[config.mk]
export PLATFORM = sky130hd
export DESIGN_NAME = accel_mode_status_irq_regs
export DESIGN_NICKNAME = d
export VERILOG_FILES = /design/src/accel_regs_pkg.sv /design/src/accel_mode_status_irq_regs.sv /design/src/bus_stall_watchdog.sv /design/src/irq_status_latch.sv
export SDC_FILE = /design/constraint.sdc
export NUM_CORES = 1
export LEC_CHECK = 0
export BUFFER_PORTS_ARGS = -buffer_cell sky130_fd_sc_hd__buf_2
export CORE_UTILIZATION = 30
export CTS_BUF_LIST = sky130_fd_sc_hd__clkbuf_4 sky130_fd_sc_hd__clkbuf_8
export DETAILED_ROUTE_END_ITERATION = 8
export GPL_ROUTABILITY_DRIVEN = 0
export GPL_TIMING_DRIVEN = 0
export SYNTH_ARGS = -nofsm -noshare
export SYNTH_HDL_FRONTEND = slang
export SYNTH_SLANG_ARGS = --single-unit
export TNS_END_PERCENT = 30
[constraint.sdc]
create_clock -name clk -period 1.4 [get_ports clk]
set_input_delay 0.07 -clock clk [delete_from_list [all_inputs] [get_ports clk]]
set_output_delay 0.07 -clock clk [all_outputs]
set_load 0.01 [all_outputs]
[src/accel_regs_pkg.sv]
package accel_regs_pkg;

    // Register addresses on the internal register port.
    localparam logic [7:0] ADDR_DEVICE_STATUS = 8'h05;
    localparam logic [7:0] ADDR_INTERRUPT_ENABLE_CTRL = 8'h06;
    localparam logic [7:0] ADDR_OPERATING_MODE_CTRL = 8'h07;
    localparam logic [7:0] ADDR_IRQ_STATUS = 8'h14;

    // Reset values.
    localparam logic [7:0] RESET_INTERRUPT_ENABLE_CTRL = 8'h00;
    localparam logic [7:0] RESET_OPERATING_MODE_CTRL = 8'h00;
    localparam logic [7:0] READ_ZERO = 8'h00;

    // Operating state codes.
    localparam logic [1:0] STATE_STANDBY = 2'h0;
    localparam logic [1:0] STATE_WAKE = 2'h1;

    // Field positions in the mode register.
    localparam int MODE_STATE_LSB = 0;
    localparam int MODE_LOW_STALL_BIT = 4;
    localparam int MODE_HIGH_STALL_BIT = 5;
    localparam logic [7:0] MODE_WRITE_MASK = 8'h33;

    // Field positions in the interrupt enable register.
    localparam int IEN_TILT_BIT = 0;
    localparam int IEN_FLIP_BIT = 1;
    localparam int IEN_ANYM_BIT = 2;
    localparam int IEN_SHAKE_BIT = 3;
    localparam int IEN_TILT35_BIT = 4;
    localparam int IEN_AUTO_CLR_BIT = 6;
    localparam int IEN_SAMPLE_DONE_BIT = 7;
    localparam logic [7:0] IEN_WRITE_MASK = 8'hDF;

    // Field positions in the motion control register.
    localparam int MC_TILT_FLIP_BIT = 0;
    localparam int MC_ANYM_BIT = 2;
    localparam int MC_SHAKE_BIT = 3;
    localparam int MC_TILT35_BIT = 4;

    // Field positions in the status register.
    localparam int STAT_RES_BIT = 2;
    localparam int STAT_WDT_BIT = 4;
    localparam int STAT_NVM_BIT = 7;

    // Motion interrupt sources, one bit each, plus sample done.
    localparam int NUM_SOURCES = 6;
    localparam int SRC_SAMPLE_DONE = 5;

    // Watchdog stall timeout.
    localparam int WDT_TIMEOUT_US = 10;
    localparam int CLK_MHZ = 125;
    localparam int WDT_TIMEOUT_CYCLES = WDT_TIMEOUT_US * CLK_MHZ;
    localparam int WDT_CNT_W = 11;

    // Register access request from the serial protocol engine.
    typedef struct packed {
        logic wr;
        logic rd;
        logic [7:0] addr;
        logic [7:0] wdata;
    } reg_req_t;

endpackage

[src/accel_mode_status_irq_regs.sv]
// Behaviour
// - Standby stops clocks and axis sampling.
// - Wake runs clocks and samples three axes.
// - Status low bits mirror operating state.
// - Resolution indicator always reads zero.
// - Watchdog event sets flag, resets slave.
// - Status read clears watchdog flag.
// - Busy bit follows nonvolatile memory activity.
// - No FIFO enables in interrupt enable.
// - Tilt needs its enable and tilt/flip.
// - Flip needs its enable and tilt/flip.
// - Any-motion needs its enable and feature.
// - Shake needs enable, shake and any-motion.
// - Tilt-angle needs enable, feature and any-motion.
// - Without auto clear, host write clears.
// - Auto clear drops flag when condition ends.
// - Sample-done flag after each sample, enabled.
// - Mode register writable in every state.
// - Low-stall enable arms low watchdog.
// - High-stall enable arms high watchdog.
`timescale 1ns/1ns
module accel_mode_status_irq_regs (
    // Clock, reset and freeze.
    input wire logic clk,
    input wire logic rst_b,
    input wire logic clk_en,
    // Register port from the serial protocol engine.
    input wire accel_regs_pkg::reg_req_t reg_req,
    output logic [7:0] reg_rdata,
    // Serial clock monitoring.
    input wire logic scl_level,
    input wire logic xfer_active,
    output logic slave_reset,
    // Motion block and core inputs.
    input wire logic [7:0] motion_ctrl,
    input wire logic [4:0] motion_event,
    input wire logic sample_acquired,
    input wire logic nvm_active,
    // Core control outputs.
    output logic core_clk_run,
    output logic sample_enable,
    output logic low_stall_watchdog_enable,
    output logic high_stall_watchdog_enable,
    output logic [5:0] irq_pending
);
    import accel_regs_pkg::*;

    // Stored state of the mode and interrupt enable registers.
    logic [1:0] op_state;
    logic [7:0] ien;
    logic bus_watchdog_flag;
    logic stall_pulse;
    logic any_motion_irq_enable;
    logic auto_clear_enable;
    logic sample_done_irq_enable;
    logic [NUM_SOURCES-1:0] gated_cond;
    logic [NUM_SOURCES-1:0] pending;
    logic [7:0] status_value;
    logic [7:0] next_rdata;
    logic host_irq_clear;
    logic status_read;

    // Decoded accesses.
    assign status_read = reg_req.rd && reg_req.addr == ADDR_DEVICE_STATUS;
    assign host_irq_clear = reg_req.wr && reg_req.addr == ADDR_IRQ_STATUS;

    // The mode register takes writes in standby and wake alike.
    always_ff @(posedge clk or negedge rst_b) begin
        if (!rst_b) begin
            op_state <= RESET_OPERATING_MODE_CTRL[MODE_STATE_LSB +: 2];
            low_stall_watchdog_enable <= RESET_OPERATING_MODE_CTRL[MODE_LOW_STALL_BIT];
            high_stall_watchdog_enable <= RESET_OPERATING_MODE_CTRL[MODE_HIGH_STALL_BIT];
        end else if (clk_en && reg_req.wr && reg_req.addr == ADDR_OPERATING_MODE_CTRL) begin
            // Bit 2 is ignored here; software is expected to keep it zero.
            low_stall_watchdog_enable <= reg_req.wdata[MODE_LOW_STALL_BIT];
            high_stall_watchdog_enable <= reg_req.wdata[MODE_HIGH_STALL_BIT];
            // Reserved codes would leave the core in an undefined state.
            if (reg_req.wdata[MODE_STATE_LSB +: 2] == STATE_STANDBY ||
                reg_req.wdata[MODE_STATE_LSB +: 2] == STATE_WAKE) begin
                op_state <= reg_req.wdata[MODE_STATE_LSB +: 2];
            end
        end
    end

    // Clocks and sampling follow the operating state directly.
    assign core_clk_run = (op_state == STATE_WAKE);
    assign sample_enable = (op_state == STATE_WAKE);

    // Interrupt enable register holds no FIFO enables.
    always_ff @(posedge clk or negedge rst_b) begin
        if (!rst_b) begin
            ien <= RESET_INTERRUPT_ENABLE_CTRL;
        end else if (clk_en && reg_req.wr && reg_req.addr == ADDR_INTERRUPT_ENABLE_CTRL) begin
            ien <= reg_req.wdata & IEN_WRITE_MASK;
        end
    end

    assign any_motion_irq_enable = ien[IEN_ANYM_BIT];
    assign auto_clear_enable = ien[IEN_AUTO_CLR_BIT];
    assign sample_done_irq_enable = ien[IEN_SAMPLE_DONE_BIT];

    // Each source is reported only with its enable and its feature bits.
    always_comb begin
        gated_cond = '0;
        gated_cond[IEN_TILT_BIT] = motion_event[IEN_TILT_BIT] && ien[IEN_TILT_BIT] &&
            motion_ctrl[MC_TILT_FLIP_BIT];
        gated_cond[IEN_FLIP_BIT] = motion_event[IEN_FLIP_BIT] && ien[IEN_FLIP_BIT] &&
            motion_ctrl[MC_TILT_FLIP_BIT];
        gated_cond[IEN_ANYM_BIT] = motion_event[IEN_ANYM_BIT] && any_motion_irq_enable &&
            motion_ctrl[MC_ANYM_BIT];
        gated_cond[IEN_SHAKE_BIT] = motion_event[IEN_SHAKE_BIT] && ien[IEN_SHAKE_BIT] &&
            motion_ctrl[MC_SHAKE_BIT] && motion_ctrl[MC_ANYM_BIT];
        gated_cond[IEN_TILT35_BIT] = motion_event[IEN_TILT35_BIT] && ien[IEN_TILT35_BIT] &&
            motion_ctrl[MC_TILT35_BIT] && motion_ctrl[MC_ANYM_BIT];
        // Samples only arrive in wake, so this cannot fire in standby.
        gated_cond[SRC_SAMPLE_DONE] = sample_acquired && sample_done_irq_enable &&
            sample_enable;
    end

    // Pending flags with host or automatic clearing.
    irq_status_latch u_irq (
        .clk(clk),
        .rst_b(rst_b),
        .clk_en(clk_en),
        .cond(gated_cond),
        .auto_clear(auto_clear_enable),
        .host_clear(host_irq_clear),
        .pending(pending)
    );
    assign irq_pending = pending;

    // Serial clock stall detector.
    bus_stall_watchdog u_wdt (
        .clk(clk),
        .rst_b(rst_b),
        .clk_en(clk_en),
        .scl_level(scl_level),
        .xfer_active(xfer_active),
        .low_enable(low_stall_watchdog_enable),
        .high_enable(high_stall_watchdog_enable),
        .stall_pulse(stall_pulse)
    );

    // A new stall in the read cycle wins over the read's clear.
    always_ff @(posedge clk or negedge rst_b) begin
        if (!rst_b) begin
            bus_watchdog_flag <= 1'b0;
        end else if (clk_en) begin
            if (stall_pulse) begin
                bus_watchdog_flag <= 1'b1;
            end else if (status_read) begin
                bus_watchdog_flag <= 1'b0;
            end
        end
    end

    // The protocol engine returns to idle on the same pulse.
    assign slave_reset = stall_pulse;

    // Status word; reserved bits and the resolution bit read zero.
    always_comb begin
        status_value = READ_ZERO;
        status_value[MODE_STATE_LSB +: 2] = op_state;
        status_value[STAT_RES_BIT] = 1'b0;
        status_value[STAT_WDT_BIT] = bus_watchdog_flag;
        status_value[STAT_NVM_BIT] = nvm_active;
    end

    // Read data mux; unmapped addresses read zero.
    always_comb begin
        case (reg_req.addr)
            ADDR_DEVICE_STATUS: next_rdata = status_value;
            ADDR_INTERRUPT_ENABLE_CTRL: next_rdata = ien;
            ADDR_OPERATING_MODE_CTRL: next_rdata = {2'h0, high_stall_watchdog_enable,
                low_stall_watchdog_enable, 2'h0, op_state};
            default: next_rdata = READ_ZERO;
        endcase
    end

    // Read data is registered, one cycle after the read strobe.
    always_ff @(posedge clk or negedge rst_b) begin
        if (!rst_b) begin
            reg_rdata <= READ_ZERO;
        end else if (clk_en && reg_req.rd) begin
            reg_rdata <= next_rdata;
        end
    end
endmodule

[src/bus_stall_watchdog.sv]
`timescale 1ns/1ns
module bus_stall_watchdog
    import accel_regs_pkg::*;
(
    // Clock and reset.
    input wire logic clk,
    input wire logic rst_b,
    input wire logic clk_en,
    // Serial clock observation.
    input wire logic scl_level,
    input wire logic xfer_active,
    input wire logic low_enable,
    input wire logic high_enable,
    // Stall event, one cycle.
    output logic stall_pulse
);
    // Cycles the serial clock has stood at its current level.
    logic [WDT_CNT_W-1:0] hold_cnt;
    logic last_level;
    logic armed;

    // The timer is armed only for the level whose watchdog is enabled.
    assign armed = xfer_active && ((scl_level && high_enable) || (!scl_level && low_enable));

    // Counting restarts on any edge, so only a true stall can expire it.
    always_ff @(posedge clk or negedge rst_b) begin
        if (!rst_b) begin
            hold_cnt <= '0;
            last_level <= 1'b1;
            stall_pulse <= 1'b0;
        end else if (clk_en) begin
            last_level <= scl_level;
            stall_pulse <= 1'b0;
            if (!armed || scl_level != last_level) begin
                hold_cnt <= '0;
            end else if (hold_cnt == WDT_CNT_W'(WDT_TIMEOUT_CYCLES - 1)) begin
                // Fires once, then restarts so a lasting stall repeats.
                hold_cnt <= '0;
                stall_pulse <= 1'b1;
            end else begin
                hold_cnt <= hold_cnt + 1'b1;
            end
        end
    end
endmodule

[src/irq_status_latch.sv]
`timescale 1ns/1ns
module irq_status_latch
    import accel_regs_pkg::*;
(
    // Clock and reset.
    input wire logic clk,
    input wire logic rst_b,
    input wire logic clk_en,
    // Gated conditions and control.
    input wire logic [NUM_SOURCES-1:0] cond,
    input wire logic auto_clear,
    input wire logic host_clear,
    // Pending flags.
    output logic [NUM_SOURCES-1:0] pending
);
    // One sticky flag per source.
    genvar i;
    generate
        for (i = 0; i < NUM_SOURCES; i++) begin : g_src
            // A condition in the clear cycle wins over the clear.
            always_ff @(posedge clk or negedge rst_b) begin
                if (!rst_b) begin
                    pending[i] <= 1'b0;
                end else if (clk_en) begin
                    if (cond[i]) begin
                        pending[i] <= 1'b1;
                    end else if (auto_clear) begin
                        pending[i] <= 1'b0;
                    end else if (host_clear) begin
                        pending[i] <= 1'b0;
                    end
                end
            end
        end
    endgenerate
endmodule

==> impl_metrics.env <==
export IMPL_status="finished, violations left"
export IMPL_failed_checks="negative hold slack, negative setup slack"
export IMPL_yosysUniqueCellTypes=40
export IMPL_place_area_um2=2220
export IMPL_hold_path_class="in2reg"
export IMPL_finClkSkew_ps=4.36
export IMPL_drc=0
export IMPL_grtUsageTotal_pct=15.2
export IMPL_synth_edf_count=0
export IMPL_cts_tree="built"
export IMPL_synth_simple_gate_area_share_pct=20.1
export IMPL_maxSlewViolCount=0
export IMPL_synthXorXnorAreaFrac_pct=2.82
export IMPL_dp_cells=294
export IMPL_leakagePower_nw=1.15
export IMPL_avgSynthCellArea_um2=11.1
export IMPL_row_count=28
export IMPL_core_area_um2=5960
export IMPL_hpwl_mm=3.26
export IMPL_final_cell_mix="buf_2 (52), dfrtp_1 (38), nand2_1 (17)"
export IMPL_crit_arrival_ps=1630
export IMPL_ant_nets=0
export IMPL_die_x_um=80.8
export IMPL_drive_gt1_share_pct=35.7
export IMPL_viasPerCell=4.96
export IMPL_ios=57
export IMPL_synth_top_flop_cell="dfrtp_1"
export IMPL_final_cell_area_um2=2480
export IMPL_synth_area_mux_share_pct=7.79
export IMPL_clockRootBuffer="clkbuf_8"
export IMPL_grt_pass1_vias=1516
export IMPL_synth_seq_cells=39
export IMPL_synth_adder_area_share_pct=1.34
export IMPL_drt_first_iter_violations=125
export IMPL_hold_viol=1
export IMPL_async_flop_share_pct=100
export IMPL_io_buffers=51
export IMPL_n_fill_cell=581
export IMPL_synth_top_family_by_area="simple AND/OR/NAND/NOR gates"
export IMPL_fin_crit_sh_pct=103
export IMPL_final_common_cell="buf_2"
export IMPL_via_count=1554
export IMPL_dieArea_um2=6530
export IMPL_die_h_um=80.8
export IMPL_layout_setup_ws_ps=-45.9
export IMPL_synth_compound_area_share_pct=12.8
export IMPL_slew_headroom_pct=41.6
export IMPL_ys_warn_count=0
export IMPL_cts_buffers=5
export IMPL_setup_viol=8
export IMPL_diodes=0
export IMPL_clockBufferDepth=2
export IMPL_synth_area_top_cells="dfrtp_1 (51%), mux2_1 (6.6%), nand2_1 (3.6%), nand3_1 (3.0%), xnor2_1 (2.8%)"
export IMPL_routedWlPerCell_um=14.5
export IMPL_area_delta_synth_final_pct=33.0
export IMPL_grt_max_degree=40
export IMPL_final_cell_count_no_fill=313
export IMPL_grt_overflow=0
export IMPL_synth_top_area_share_pct=51.0
export IMPL_path_max_fanout=6
export IMPL_wl_mm=4.54
export IMPL_synth_area_um2=1860
export IMPL_period_minus_slack_ps=1450
export IMPL_hold_slack_ps=-0.469
export IMPL_final_nets=277
export IMPL_crit_type="reg2reg"
export IMPL_worst_pin_slew_ps=877
export IMPL_cp_required_ps=1580
export IMPL_cts_sinks=39
export IMPL_drv_cap=0
export IMPL_yosysTopAreaCell="dfrtp_1"
export IMPL_clkTransAtPathRegs_ps=80
export IMPL_reg2reg_depth=7
export IMPL_antenna_found_initial=0
export IMPL_yosysSeqAreaShare_pct=52.4
export IMPL_start_util_pct=31.3
export IMPL_max_freq_ghz=0.692
export IMPL_syn_nets=208
export IMPL_htree_levels=2
export IMPL_syn_inst=168
export IMPL_first_pass_iters=4
export IMPL_grt_pass1_wl_mm=7.48
export IMPL_powerDensity_nw_per_um2=858
export IMPL_peakVddDrop_mv=0.492
export IMPL_dpl_worst_slack_ps=-247
export IMPL_hold_depth=2
export IMPL_rsz0062_at_grt="yes"
export IMPL_finalPower_mw=2.13
export IMPL_clk_latency_ps=290
export IMPL_cp_start_kind="flip-flop"
export IMPL_crit_path_end_kind="flip-flop"
[logic make-up after synthesis]
family | after synthesis
AND/OR/NAND/NOR | 61
flip-flops | 39
AO/OA/AOI/OAI | 35
multiplexers | 13
buffers and inverters | 12
XOR/XNOR | 6
adder cells (fa/ha/maj) | 2
[power by group]
| group | internal, mW | leakage (nW) | switching [mW] |
|---|---|---|---|
| logic | 0.0846 | 0.567 | 0.107 |
| registers | 1.15 | 0.540 | 0.0156 |
| clock network | 0.368 | 0.0446 | 0.402 |
| total | 1.60 | 1.15 | 0.525 |
[synth_stat cells, types with 4 or more instances]
cell / number
o2bb2ai_1: 5
inv_1: 6
o21ai_1: 5
xnor2_1: 6
nand3_1: 11
nand2_1: 18
mux2_1: 11
nand4_1: 5
dfrtp_1: 38
clkbuf_1: 4
a21oi_1: 7
nor3_1: 4
o22ai_1: 4
o31ai_1: 4
[registers in the layout, summed over array words and instances (netlist names)]
register,flops
u_wdt.hold_cnt,11
high_stall_watchdog_enable,1
reg_rdata,8
u_wdt.last_level,1
op_state,2
low_stall_watchdog_enable,1
ien,7
u_irq.pending,6
u_wdt.stall_pulse,1
bus_watchdog_flag,1
[critical path: stages (launching register included)]
cell and delay (ps):
dfrtp_1 400, inv_2 80, ha_4 120, nor4bb_4 190
nand4_1 130, buf_6 160, a31oi_1 160, o22ai_1 90
[worst paths after layout]
kind                                   start                          to  slack [ps]
max in group asynchronous              rst_b            u_irq.pending[3]         420
min in group asynchronous              rst_b           u_wdt.hold_cnt[6]         430
min reg2reg                     reg_rdata[4]                reg_rdata[4]         480
max                        u_wdt.hold_cnt[1]           u_wdt.hold_cnt[3]         -50
max reg2reg                u_wdt.hold_cnt[1]           u_wdt.hold_cnt[3]         -50
min                               reg_req[5]  high_stall_watchdog_enable        -0.5
[layer usage]
metal	track usage, %	wire (µm)	vias up
met2	23.2	2170	39
met3	2.36	178	6
met4	5.89	59	0
met5	0	0	-
met1	21.5	2130	752
li1	-	-	757
[per-stage QoR]
step / util (%) / hold WS (ps) / setup TNS [ps]
after CTS: 40.7 / 0.266 / -144
after detailed placement: 37.2 / 251 / -3450
after global routing: 41.6 / 10.5 / -1630
after floorplan: - / -226 / 0
final: 41.6 / -0.469 / -175
after global placement: 37.2 / 241 / -3210
[final cells by class]
| class | instances | area (µm²) | share of cell area, % |
|---|---|---|---|
| flip-flops and latches | 39 | 977 | 39.4 |
| clock inverters | 2 | 12.5 | 0.505 |
| well taps | 75 | 93.8 | 3.79 |
| inverters | 6 | 22.5 | 0.909 |
| repair buffers | 62 | 352 | 14.2 |
| clock buffers | 6 | 76.3 | 3.08 |
| multi-input cells | 117 | 917 | 37.0 |
| plain buffers | 6 | 27.5 | 1.11 |
[repair_timing]
item | in CTS | in global routing
endpoints found under the setup margin | 12 | 12
resized for setup | 9 | 6
hold buffers | 4 | 0
hold endpoints to repair | 41 | 0
pin swaps | 5 | 4
buffers inserted | 5 | 2
Power figures use the tool's default switching activity.
